<file path="src/rtl/dma_regs_defines.svh">
/*
  Register offsets, field positions, reset values and widths of the two-channel DMA register set.
  Assumes it is included by its bare name wherever a constant is needed.
*/
`ifndef DMA_REGS_DEFINES_SVH
`define DMA_REGS_DEFINES_SVH

// Register offsets in the CPU I/O space.
`define OFS_DST0_LOW        8'h23
`define OFS_DST0_HIGH       8'h24
`define OFS_DST0_BANK       8'h25
`define OFS_CNT0_LOW        8'h26
`define OFS_CNT0_HIGH       8'h27
`define OFS_MEM1_LOW        8'h28
`define OFS_MEM1_HIGH       8'h29
`define OFS_MEM1_BANK       8'h2A
`define OFS_IO1_LOW         8'h2B
`define OFS_IO1_HIGH        8'h2C
`define OFS_IO1_SELECT      8'h2D
`define OFS_CNT1_LOW        8'h2E
`define OFS_CNT1_HIGH       8'h2F
`define OFS_STATUS          8'h30

// Status register fields.
`define ST_CH1_EN_BIT       7
`define ST_CH0_EN_BIT       6
`define ST_CH1_GUARD_BIT    5
`define ST_CH0_GUARD_BIT    4
`define ST_CH1_IE_BIT       3
`define ST_CH0_IE_BIT       2
`define ST_MAIN_EN_BIT      0

// Widths and fixed values.
`define ADDR_W              20
`define IO_ADDR_W           16
`define COUNT_W             16
`define COUNT_ONE           16'h0001
`define SELECT_RESET        8'h00
`define READ_ZERO           8'h00
`define BANK_LSB            16
`define BANK_W              4
`define SRC_SEL_LSB         16

`endif

</file>
<file path="src/rtl/dma_regs_pkg.sv">
/*
  Types shared by the DMA register block: request source selection and per-byte address step.
  Assumes nothing beyond a SystemVerilog compiler.
*/
package dma_regs_pkg;

  // Request source chosen by address bits 17:16 of channel 0 or select byte bits 1:0 of channel 1.
  typedef enum logic [1:0]
  {
    REQ_EXTERNAL = 2'b00,
    REQ_SERIAL0  = 2'b01,
    REQ_SERIAL1  = 2'b10,
    REQ_UNUSED   = 2'b11
  } req_source_t;

  // Address update applied after each moved byte.
  typedef enum logic [1:0]
  {
    STEP_HOLD = 2'b00,
    STEP_INC  = 2'b01,
    STEP_DEC  = 2'b10,
    STEP_RSVD = 2'b11
  } addr_step_t;

endpackage : dma_regs_pkg

</file>
<file path="src/rtl/dual_channel_dma_regs_enable.sv">
/*
  Two-channel DMA register set with channel enable, main enable and termination logic.
  Assumes a CPU core on sys_clk that issues one-cycle I/O read and write strobes, a bus sequencer
  that pulses a byte-moved strobe per channel, and a one-cycle NMI pulse, all on sys_clk.
*/
// Function
// Channel 0 I/O request source comes from destination address bits 17:16.
// Channel 0 byte counter is 16 bits and drops by one per moved byte.
// Software loads the exact byte count before starting a transfer.
// Byte counters of both channels have no reset value.
// Channel 1 memory address is 20 bits, source or destination.
// Channel 1 I/O address is 16 bits plus a request select byte.
// Reset clears every bit of the channel 1 request select byte.
// Status bits: enables 7 and 6, guards 5 and 4, irq enables 3 and 2, main 0.
// A channel transfers only while its enable and the main enable are both 1.
// Counter reaching zero clears that channel's enable by hardware.
// Interrupt request while channel enable is 0 and its interrupt enable is 1.
// Software changes a channel enable only when its guard bit is written 0.
// Both guard bits always read as 1.
// Writing enable 1 also sets main enable; writing 0 stops but keeps state.
// NMI clears the main enable until an enable is rewritten with 1.
// Main enable ignores direct writes.
// Reset clears channel enables, interrupt enables and main enable.
// Channel 0 destination address is 20 bits, memory or I/O.
// Address and count registers read back their live values.
`timescale 1ns/10ps
`include "dma_regs_defines.svh"

module dual_channel_dma_regs_enable
(
  // Clock and reset
  input  wire logic                     sys_clk,
  input  wire logic                     arst_n,
  // CPU I/O register port
  input  wire logic [7:0]               io_addr,
  input  wire logic [7:0]               io_wdata,
  input  wire logic                     io_wr,
  input  wire logic                     io_rd,
  output logic      [7:0]               io_rdata,
  input  wire logic                     nmi_pulse,
  // Request sources
  input  wire logic                     external_request_in,
  input  wire logic                     external_request_in1,
  input  wire logic                     serial0_tx_request,
  input  wire logic                     serial1_tx_request,
  // Bus sequencer handshake
  input  wire logic                     ch0_byte_moved,
  input  wire logic                     ch1_byte_moved,
  input  wire logic [1:0]               ch0_dest_step,
  input  wire logic [1:0]               ch1_memory_step,
  output logic                          ch0_active,
  output logic                          ch1_active,
  output logic                          ch0_transfer_req,
  output logic                          ch1_transfer_req,
  output logic      [`ADDR_W-1:0]       ch0_dest_address,
  output logic      [`ADDR_W-1:0]       ch1_memory_address,
  output logic      [`IO_ADDR_W-1:0]    ch1_io_address,
  output logic      [7:0]               ch1_request_select_byte,
  // Interrupt requests to the CPU
  output logic                          ch0_irq,
  output logic                          ch1_irq
);

  logic [`COUNT_W-1:0] ch0_byte_counter;
  logic [`COUNT_W-1:0] ch1_byte_counter;
  logic                ch0_enable;
  logic                ch1_enable;
  logic                ch0_irq_enable;
  logic                ch1_irq_enable;
  logic                dma_main_enable;
  logic                ext0_meta;
  logic                ext0_sync;
  logic                ext1_meta;
  logic                ext1_sync;
  logic                status_wr;
  logic                ch0_guard_open;
  logic                ch1_guard_open;
  logic                ch0_terminal;
  logic                ch1_terminal;
  logic                ch0_run;
  logic                ch1_run;
  logic [7:0]          next_rdata;

  // Picks one request line by the two-bit source code.
  function automatic logic pick_request(input logic [1:0] sel, input logic ext, input logic s0, input logic s1);
    case (dma_regs_pkg::req_source_t'(sel))
      dma_regs_pkg::REQ_EXTERNAL: pick_request = ext;
      dma_regs_pkg::REQ_SERIAL0:  pick_request = s0;
      dma_regs_pkg::REQ_SERIAL1:  pick_request = s1;
      default:                    pick_request = 1'b0;
    endcase
  endfunction : pick_request

  // Applies the per-byte address step; the reserved code holds the address.
  function automatic logic [`ADDR_W-1:0] step_address(input logic [`ADDR_W-1:0] a, input logic [1:0] step);
    case (dma_regs_pkg::addr_step_t'(step))
      dma_regs_pkg::STEP_INC: step_address = a + `ADDR_W'(1);
      dma_regs_pkg::STEP_DEC: step_address = a - `ADDR_W'(1);
      default:                step_address = a;
    endcase
  endfunction : step_address

  function automatic logic is_write(input logic wr, input logic [7:0] addr, input logic [7:0] ofs);
    is_write = wr && (addr == ofs);
  endfunction : is_write

  assign status_wr      = is_write(io_wr, io_addr, `OFS_STATUS);
  assign ch0_guard_open = status_wr && !io_wdata[`ST_CH0_GUARD_BIT];
  assign ch1_guard_open = status_wr && !io_wdata[`ST_CH1_GUARD_BIT];
  assign ch0_run        = ch0_enable && dma_main_enable;
  assign ch1_run        = ch1_enable && dma_main_enable;
  // The last byte of a run ends the transfer.
  assign ch0_terminal   = ch0_run && ch0_byte_moved && (ch0_byte_counter == `COUNT_ONE);
  assign ch1_terminal   = ch1_run && ch1_byte_moved && (ch1_byte_counter == `COUNT_ONE);

  // The external request pins are asynchronous and go through two flops first.
  always_ff @(posedge sys_clk or negedge arst_n)
  begin
    if (!arst_n)
    begin
      ext0_meta <= 1'b0;
      ext0_sync <= 1'b0;
      ext1_meta <= 1'b0;
      ext1_sync <= 1'b0;
    end
    else
    begin
      ext0_meta <= external_request_in;
      ext0_sync <= ext0_meta;
      ext1_meta <= external_request_in1;
      ext1_sync <= ext1_meta;
    end
  end

  // Counters have no reset on purpose; software must load them before use.
  always_ff @(posedge sys_clk)
  begin
    if (is_write(io_wr, io_addr, `OFS_CNT0_LOW))
      ch0_byte_counter[7:0] <= io_wdata;
    else if (is_write(io_wr, io_addr, `OFS_CNT0_HIGH))
      ch0_byte_counter[15:8] <= io_wdata;
    else if (ch0_run && ch0_byte_moved)
      ch0_byte_counter <= ch0_byte_counter - `COUNT_ONE;
    if (is_write(io_wr, io_addr, `OFS_CNT1_LOW))
      ch1_byte_counter[7:0] <= io_wdata;
    else if (is_write(io_wr, io_addr, `OFS_CNT1_HIGH))
      ch1_byte_counter[15:8] <= io_wdata;
    else if (ch1_run && ch1_byte_moved)
      ch1_byte_counter <= ch1_byte_counter - `COUNT_ONE;
  end

  // Address registers; a software write wins over the per-byte step.
  always_ff @(posedge sys_clk or negedge arst_n)
  begin
    if (!arst_n)
    begin
      ch0_dest_address   <= '0;
      ch1_memory_address <= '0;
      ch1_io_address     <= '0;
    end
    else
    begin
      if (is_write(io_wr, io_addr, `OFS_DST0_LOW))
        ch0_dest_address[7:0] <= io_wdata;
      else if (is_write(io_wr, io_addr, `OFS_DST0_HIGH))
        ch0_dest_address[15:8] <= io_wdata;
      else if (is_write(io_wr, io_addr, `OFS_DST0_BANK))
        ch0_dest_address[`ADDR_W-1:`BANK_LSB] <= io_wdata[`BANK_W-1:0];
      else if (ch0_run && ch0_byte_moved)
        ch0_dest_address <= step_address(ch0_dest_address, ch0_dest_step);
      if (is_write(io_wr, io_addr, `OFS_MEM1_LOW))
        ch1_memory_address[7:0] <= io_wdata;
      else if (is_write(io_wr, io_addr, `OFS_MEM1_HIGH))
        ch1_memory_address[15:8] <= io_wdata;
      else if (is_write(io_wr, io_addr, `OFS_MEM1_BANK))
        ch1_memory_address[`ADDR_W-1:`BANK_LSB] <= io_wdata[`BANK_W-1:0];
      else if (ch1_run && ch1_byte_moved)
        ch1_memory_address <= step_address(ch1_memory_address, ch1_memory_step);
      if (is_write(io_wr, io_addr, `OFS_IO1_LOW))
        ch1_io_address[7:0] <= io_wdata;
      else if (is_write(io_wr, io_addr, `OFS_IO1_HIGH))
        ch1_io_address[15:8] <= io_wdata;
    end
  end

  // Request select byte of channel 1.
  always_ff @(posedge sys_clk or negedge arst_n)
  begin
    if (!arst_n)
      ch1_request_select_byte <= `SELECT_RESET;
    else if (is_write(io_wr, io_addr, `OFS_IO1_SELECT))
      ch1_request_select_byte <= io_wdata;
  end

  // Channel enables: a software write with its guard bit 0 wins over a same-cycle termination,
  // so a restart written on the last byte is not lost.
  always_ff @(posedge sys_clk or negedge arst_n)
  begin
    if (!arst_n)
    begin
      ch0_enable <= 1'b0;
      ch1_enable <= 1'b0;
    end
    else
    begin
      if (ch0_guard_open)
        ch0_enable <= io_wdata[`ST_CH0_EN_BIT];
      else if (ch0_terminal)
        ch0_enable <= 1'b0;
      if (ch1_guard_open)
        ch1_enable <= io_wdata[`ST_CH1_EN_BIT];
      else if (ch1_terminal)
        ch1_enable <= 1'b0;
    end
  end

  // Interrupt enables are plain read/write bits.
  always_ff @(posedge sys_clk or negedge arst_n)
  begin
    if (!arst_n)
    begin
      ch0_irq_enable <= 1'b0;
      ch1_irq_enable <= 1'b0;
    end
    else if (status_wr)
    begin
      ch0_irq_enable <= io_wdata[`ST_CH0_IE_BIT];
      ch1_irq_enable <= io_wdata[`ST_CH1_IE_BIT];
    end
  end

  // Main enable is never written directly; NMI wins over a same-cycle restart so
  // the NMI handler always starts with DMA halted.
  always_ff @(posedge sys_clk or negedge arst_n)
  begin
    if (!arst_n)
      dma_main_enable <= 1'b0;
    else if (nmi_pulse)
      dma_main_enable <= 1'b0;
    else if ((ch0_guard_open && io_wdata[`ST_CH0_EN_BIT]) || (ch1_guard_open && io_wdata[`ST_CH1_EN_BIT]))
      dma_main_enable <= 1'b1;
  end

  // Requests and run flags, registered so outputs come from flops.
  always_ff @(posedge sys_clk or negedge arst_n)
  begin
    if (!arst_n)
    begin
      ch0_active       <= 1'b0;
      ch1_active       <= 1'b0;
      ch0_transfer_req <= 1'b0;
      ch1_transfer_req <= 1'b0;
    end
    else
    begin
      ch0_active       <= ch0_run;
      ch1_active       <= ch1_run;
      ch0_transfer_req <= ch0_run && pick_request(ch0_dest_address[`SRC_SEL_LSB+1:`SRC_SEL_LSB],
                                                  ext0_sync, serial0_tx_request, serial1_tx_request);
      ch1_transfer_req <= ch1_run && pick_request(ch1_request_select_byte[1:0],
                                                  ext1_sync, serial0_tx_request, serial1_tx_request);
    end
  end

  // Termination interrupt requests are levels that follow the enable bits.
  always_ff @(posedge sys_clk or negedge arst_n)
  begin
    if (!arst_n)
    begin
      ch0_irq <= 1'b0;
      ch1_irq <= 1'b0;
    end
    else
    begin
      ch0_irq <= !ch0_enable && ch0_irq_enable;
      ch1_irq <= !ch1_enable && ch1_irq_enable;
    end
  end

  // Read multiplexer; unmapped offsets read as zero.
  always_comb
  begin
    next_rdata = `READ_ZERO;
    case (io_addr)
      `OFS_DST0_LOW:   next_rdata = ch0_dest_address[7:0];
      `OFS_DST0_HIGH:  next_rdata = ch0_dest_address[15:8];
      `OFS_DST0_BANK:  next_rdata = {4'h0, ch0_dest_address[`ADDR_W-1:`BANK_LSB]};
      `OFS_CNT0_LOW:   next_rdata = ch0_byte_counter[7:0];
      `OFS_CNT0_HIGH:  next_rdata = ch0_byte_counter[15:8];
      `OFS_MEM1_LOW:   next_rdata = ch1_memory_address[7:0];
      `OFS_MEM1_HIGH:  next_rdata = ch1_memory_address[15:8];
      `OFS_MEM1_BANK:  next_rdata = {4'h0, ch1_memory_address[`ADDR_W-1:`BANK_LSB]};
      `OFS_IO1_LOW:    next_rdata = ch1_io_address[7:0];
      `OFS_IO1_HIGH:   next_rdata = ch1_io_address[15:8];
      `OFS_IO1_SELECT: next_rdata = ch1_request_select_byte;
      `OFS_CNT1_LOW:   next_rdata = ch1_byte_counter[7:0];
      `OFS_CNT1_HIGH:  next_rdata = ch1_byte_counter[15:8];
      `OFS_STATUS:
      begin
        next_rdata[`ST_CH1_EN_BIT]    = ch1_enable;
        next_rdata[`ST_CH0_EN_BIT]    = ch0_enable;
        next_rdata[`ST_CH1_GUARD_BIT] = 1'b1;
        next_rdata[`ST_CH0_GUARD_BIT] = 1'b1;
        next_rdata[`ST_CH1_IE_BIT]    = ch1_irq_enable;
        next_rdata[`ST_CH0_IE_BIT]    = ch0_irq_enable;
        next_rdata[`ST_MAIN_EN_BIT]   = dma_main_enable;
      end
      default:         next_rdata = `READ_ZERO;
    endcase
  end

  always_ff @(posedge sys_clk or negedge arst_n)
  begin
    if (!arst_n)
      io_rdata <= `READ_ZERO;
    else if (io_rd)
      io_rdata <= next_rdata;
  end

endmodule : dual_channel_dma_regs_enable

</file>
<file path="config.mk">
export PLATFORM = sky130hd
export DESIGN_NAME = dual_channel_dma_regs_enable
export DESIGN_NICKNAME = d
export VERILOG_FILES = /design/src/rtl/dma_regs_pkg.sv /design/src/rtl/dual_channel_dma_regs_enable.sv
export VERILOG_INCLUDE_DIRS = /design/src /design/src/rtl
export SDC_FILE = /design/constraint.sdc
export NUM_CORES = 1
export LEC_CHECK = 0
export BUFFER_PORTS_ARGS = -buffer_cell sky130_fd_sc_hd__buf_4
export CORE_AREA = 2 2 121 146
export CTS_CLUSTER_DIAMETER = 50
export DETAILED_ROUTE_END_ITERATION = 8
export DIE_AREA = 0 0 123 148
export GPL_ROUTABILITY_DRIVEN = 0
export GPL_TIMING_DRIVEN = 0
export PLACE_DENSITY_LB_ADDON = 0.08
export RECOVER_POWER = 25
export SETUP_SLACK_MARGIN = 0.02
export SYNTH_ARGS = -nofsm -noshare
export SYNTH_HDL_FRONTEND = slang
export SYNTH_SLANG_ARGS = --single-unit
export TNS_END_PERCENT = 10
</file>
<file path="constraint.sdc">
create_clock -name sys_clk -period 2.7 [get_ports sys_clk]
set_clock_uncertainty 0.1 [all_clocks]
set_input_delay 0.135 -clock sys_clk [delete_from_list [all_inputs] [get_ports sys_clk]]
set_output_delay 0.135 -clock sys_clk [all_outputs]
set_load 0.05 [all_outputs]
</file>
==> metrics.csv <==
metric,value,unit
r2r_slack,-0.03,ns
finalSetupViolCount,1,
synth_edf_count,32,
grt_usage,37.1,%
yosysSeqAreaShare,35.3,%
place_ws,-0.907,ns
maxSlewViolCount,0,
routed_wl,33.3,mm
rr_worst_depth,8,
async_flop_share,73.1,%
hold_slack,0.130,ns
tightest_slew,1.18,ns
grt_pass1_vias,8813,
grt_first_pass_wirelength,50.8,mm
synth.distinct_cells,96,
hold_depth,4,
cts_sinks,119,
cp-start-kind,flip-flop,
dp_cells,1365,
rsz0062_at_grt,true,
die_h,148,µm
numCtsBuffers,17,
p_int,3.64,mW
cp_max_fo,9,
areaGrowthSynthToFinish,20.4,%
power_frac_comb,17.9,%
drv_cap,0,
first_pass_iters,8,
synth_seq_cells,119,
crit_arrival,2.94,ns
drtIter0Drc,1324,
yosysTopAreaCellShare,24.5,%
cts-root-buf,clkbuf_16,
p_per_area,496,mW/mm²
die_w,123,µm
final_nets,1228,
path_class,flip-flop to flip-flop,
grt_max_degree,88,
rows,52,
hold_viol,0,
synth_area_leader_cell,dfrtp_1,
period_needed,2.73,ns
num_antenna_cells,0,
ir_worst_vdd,0.423,mV
setup_slack,-0.0317,ns
ys.flop_type,dfrtp_1,
pwr-share-clk,44.9,%
hold_start,io_wr,
initial_core_util,52.9,%
power.switching,1.66,mW
dieArea,0.0182,mm²
switching_share,31.4,%
synth.area.top_cells,"dfrtp_1 25%, edfxtp_1 11%, nor2_1 4.4%, nand2_1 4.1%, a21oi_1 3.9%",
holdPathEnd,ch1_memory_address[18]$_DFFE_PN0P_,
antenna_found_initial,0,
violations,setup timing,
syn_nets,1084,
cts_tree,yes,
yosys_warnings,0,
syn_area,0.00889,mm²
postPlaceCellArea,0.0100,mm²
io_buffers,104,
core-area,0.0168,mm²
ant_nets,0,
via_count,9570,
drc,0,
seq_power_share,37.2,%
fillers,1537,
crit_path_start,ch0_dest_address[5]$_DFFE_PN0P_,
htreeDepth,4,
wire_per_inst,23.5,µm
hp-class,input port to flip-flop,
regToRegEndpoint,ch0_dest_address[17]$_DFFE_PN0P_,
cp-end-kind,flip-flop,
max_freq,0.366,GHz
period_share,101,%
fin_area,0.0107,mm²
drive_gt1_share,16.8,%
overflow,0,
stdcell_count,1418,
dp_hpwl,23.5,mm
cts.reportedPaths.clkPinSlew,0.06,ns
r2r_start,ch0_dest_address[5]$_DFFE_PN0P_,
syn_area_per_cell,8.50,µm²
status,"finished, violations left",
synthCells,1045,
fin_setup_tns,-0.0317,ns
leakage,4.10,nW
io_pins,109,
worstPathRequired,2.91,ns
maxSlewHeadroom,21.2,%
clk_path_buf_depth,2,
utilization,63.7,%
finalPower,5.30,mW
vias_per_cell,6.75,
insertion_delay,0.44,ns
==> kinds of logic (layout without fill, tap and decap cells) <==
logic type               after synthesis  in the layout  share of synthesized area (%)
buffers and inverters                110            267                           5.11
multiplexers                          52             52                           7.43
adder cells (fa/ha/maj)                8              8                           1.13
AND/OR/NAND/NOR                      413            413                           24.0
XOR/XNOR                              49             49                           4.83
flip-flops                           119            119                           35.3
AO/OA/AOI/OAI                        294            294                           22.2
==> critical path, cell delays in order (launching register included) <==
cell and delay [ns]:
dfrtp_1 0.37, clkbuf_1 0.25, or2_1 0.38, or4_4 0.46, a2111oi_4 0.38, nand4_1 0.14
o31ai_1 0.14, o21ai_2 0.08, a221o_1 0.30
==> per-layer routing <==
| layer | up-vias | track usage, % | part of all wire (%) |
|---|---|---|---|
| met5 | - | 0 | 0 |
| met4 | 0 | 21.8 | 6.6 |
| met3 | 161 | 6.13 | 10 |
| met2 | 675 | 57.7 | 46 |
| met1 | 4552 | 48.3 | 37 |
| li1 | 4182 | - | - |
==> worst max-delay path by stage <==
| stage | to | depth (start not counted) |
|---|---|---|
| 6_report | ch0_dest_address[17]$_DFFE_PN0P_ | 8 |
| 5_1_grt | ch0_dest_address[17]$_DFFE_PN0P_ | 8 |
| 4_1_cts | ch1_memory_address[16]$_DFFE_PN0P_ | 16 |
| 3_5_place_dp | ch1_memory_address[16]$_DFFE_PN0P_ | 18 |
| 3_3_place_gp | ch1_memory_address[16]$_DFFE_PN0P_ | 18 |
| 2_1_floorplan | ch1_memory_address[16]$_DFFE_PN0P_ | 17 |
==> cell type report <==
type / count / area, µm² / area share, %
Tap cell: 216 / 270 / 2.53
Multi-Input combinational cell: 816 / 5400 / 50.5
Clock inverter: 12 / 141 / 1.32
Timing Repair Buffer: 128 / 757 / 7.08
Buffer: 80 / 402 / 3.75
Inverter: 27 / 114 / 1.06
Sequential cell: 119 / 3140 / 29.4
Clock buffer: 20 / 467 / 4.36
==> cells in the mapped netlist, types with 18 or more instances <==
master / instances
nand2_1: 98
clkbuf_1: 58
inv_1: 25
mux2_2: 29
nor2_1: 103
a22oi_1: 18
nand3_1: 52
nor3_1: 28
edfxtp_1: 32
a21oi_1: 69
dfrtp_1: 87
buf_2: 18
xnor2_1: 37
o21ai_0: 68
==> flip-flops by register name (all words and copies together), names as in the netlist, 8 cells and up <==
register and count:
ch0_byte_counter 16, ch0_dest_address 20, ch1_byte_counter 16, ch1_io_address 16, ch1_memory_address 20, ch1_request_select_byte 8, io_rdata 8
==> cells in the final DEF, fill, tap and decap left out, types with 12 or more instances in the layout <==
master         instances
a21oi_1               63
mux2i_1               15
o21ai_0               65
a22oi_1               18
o22ai_1               17
xor2_1                12
clkbuf_16             17
or3_1                 14
nand3_1               52
clkbuf_1             115
dlygate4sd3_1         13
edfxtp_1              32
dfrtp_1               83
a31oi_1               14
nor4_1                12
mux2_2                28
buf_2                 13
nor3_1                27
inv_1                 24
buf_4                 47
nand4_1               17
xnor2_1               37
nand2_1               98
nor2_1               103
==> power by group through the flow <==
stage	combinational, mW	sequential (mW)	clock, mW
6_report	0.951	1.97	2.38
5_1_grt	1.00	1.98	2.45
4_1_cts	0.946	1.97	2.38
3_5_place_dp	0.922	2.00	0
3_3_place_gp	0.915	2.00	0
2_1_floorplan	0.438	2.15	0
==> timing repair <==
| action | 4_1_cts | 5_1_grt |
|---|---|---|
| gates resized for setup | 18 | 38 |
| hold buffers | 13 | 0 |
| setup endpoints to repair | 22 | 42 |
| hold endpoints to repair | 104 | 0 |
| setup buffers | 3 | 8 |
| pin swaps | 3 | 7 |
(Power assumes the default switching activity.)
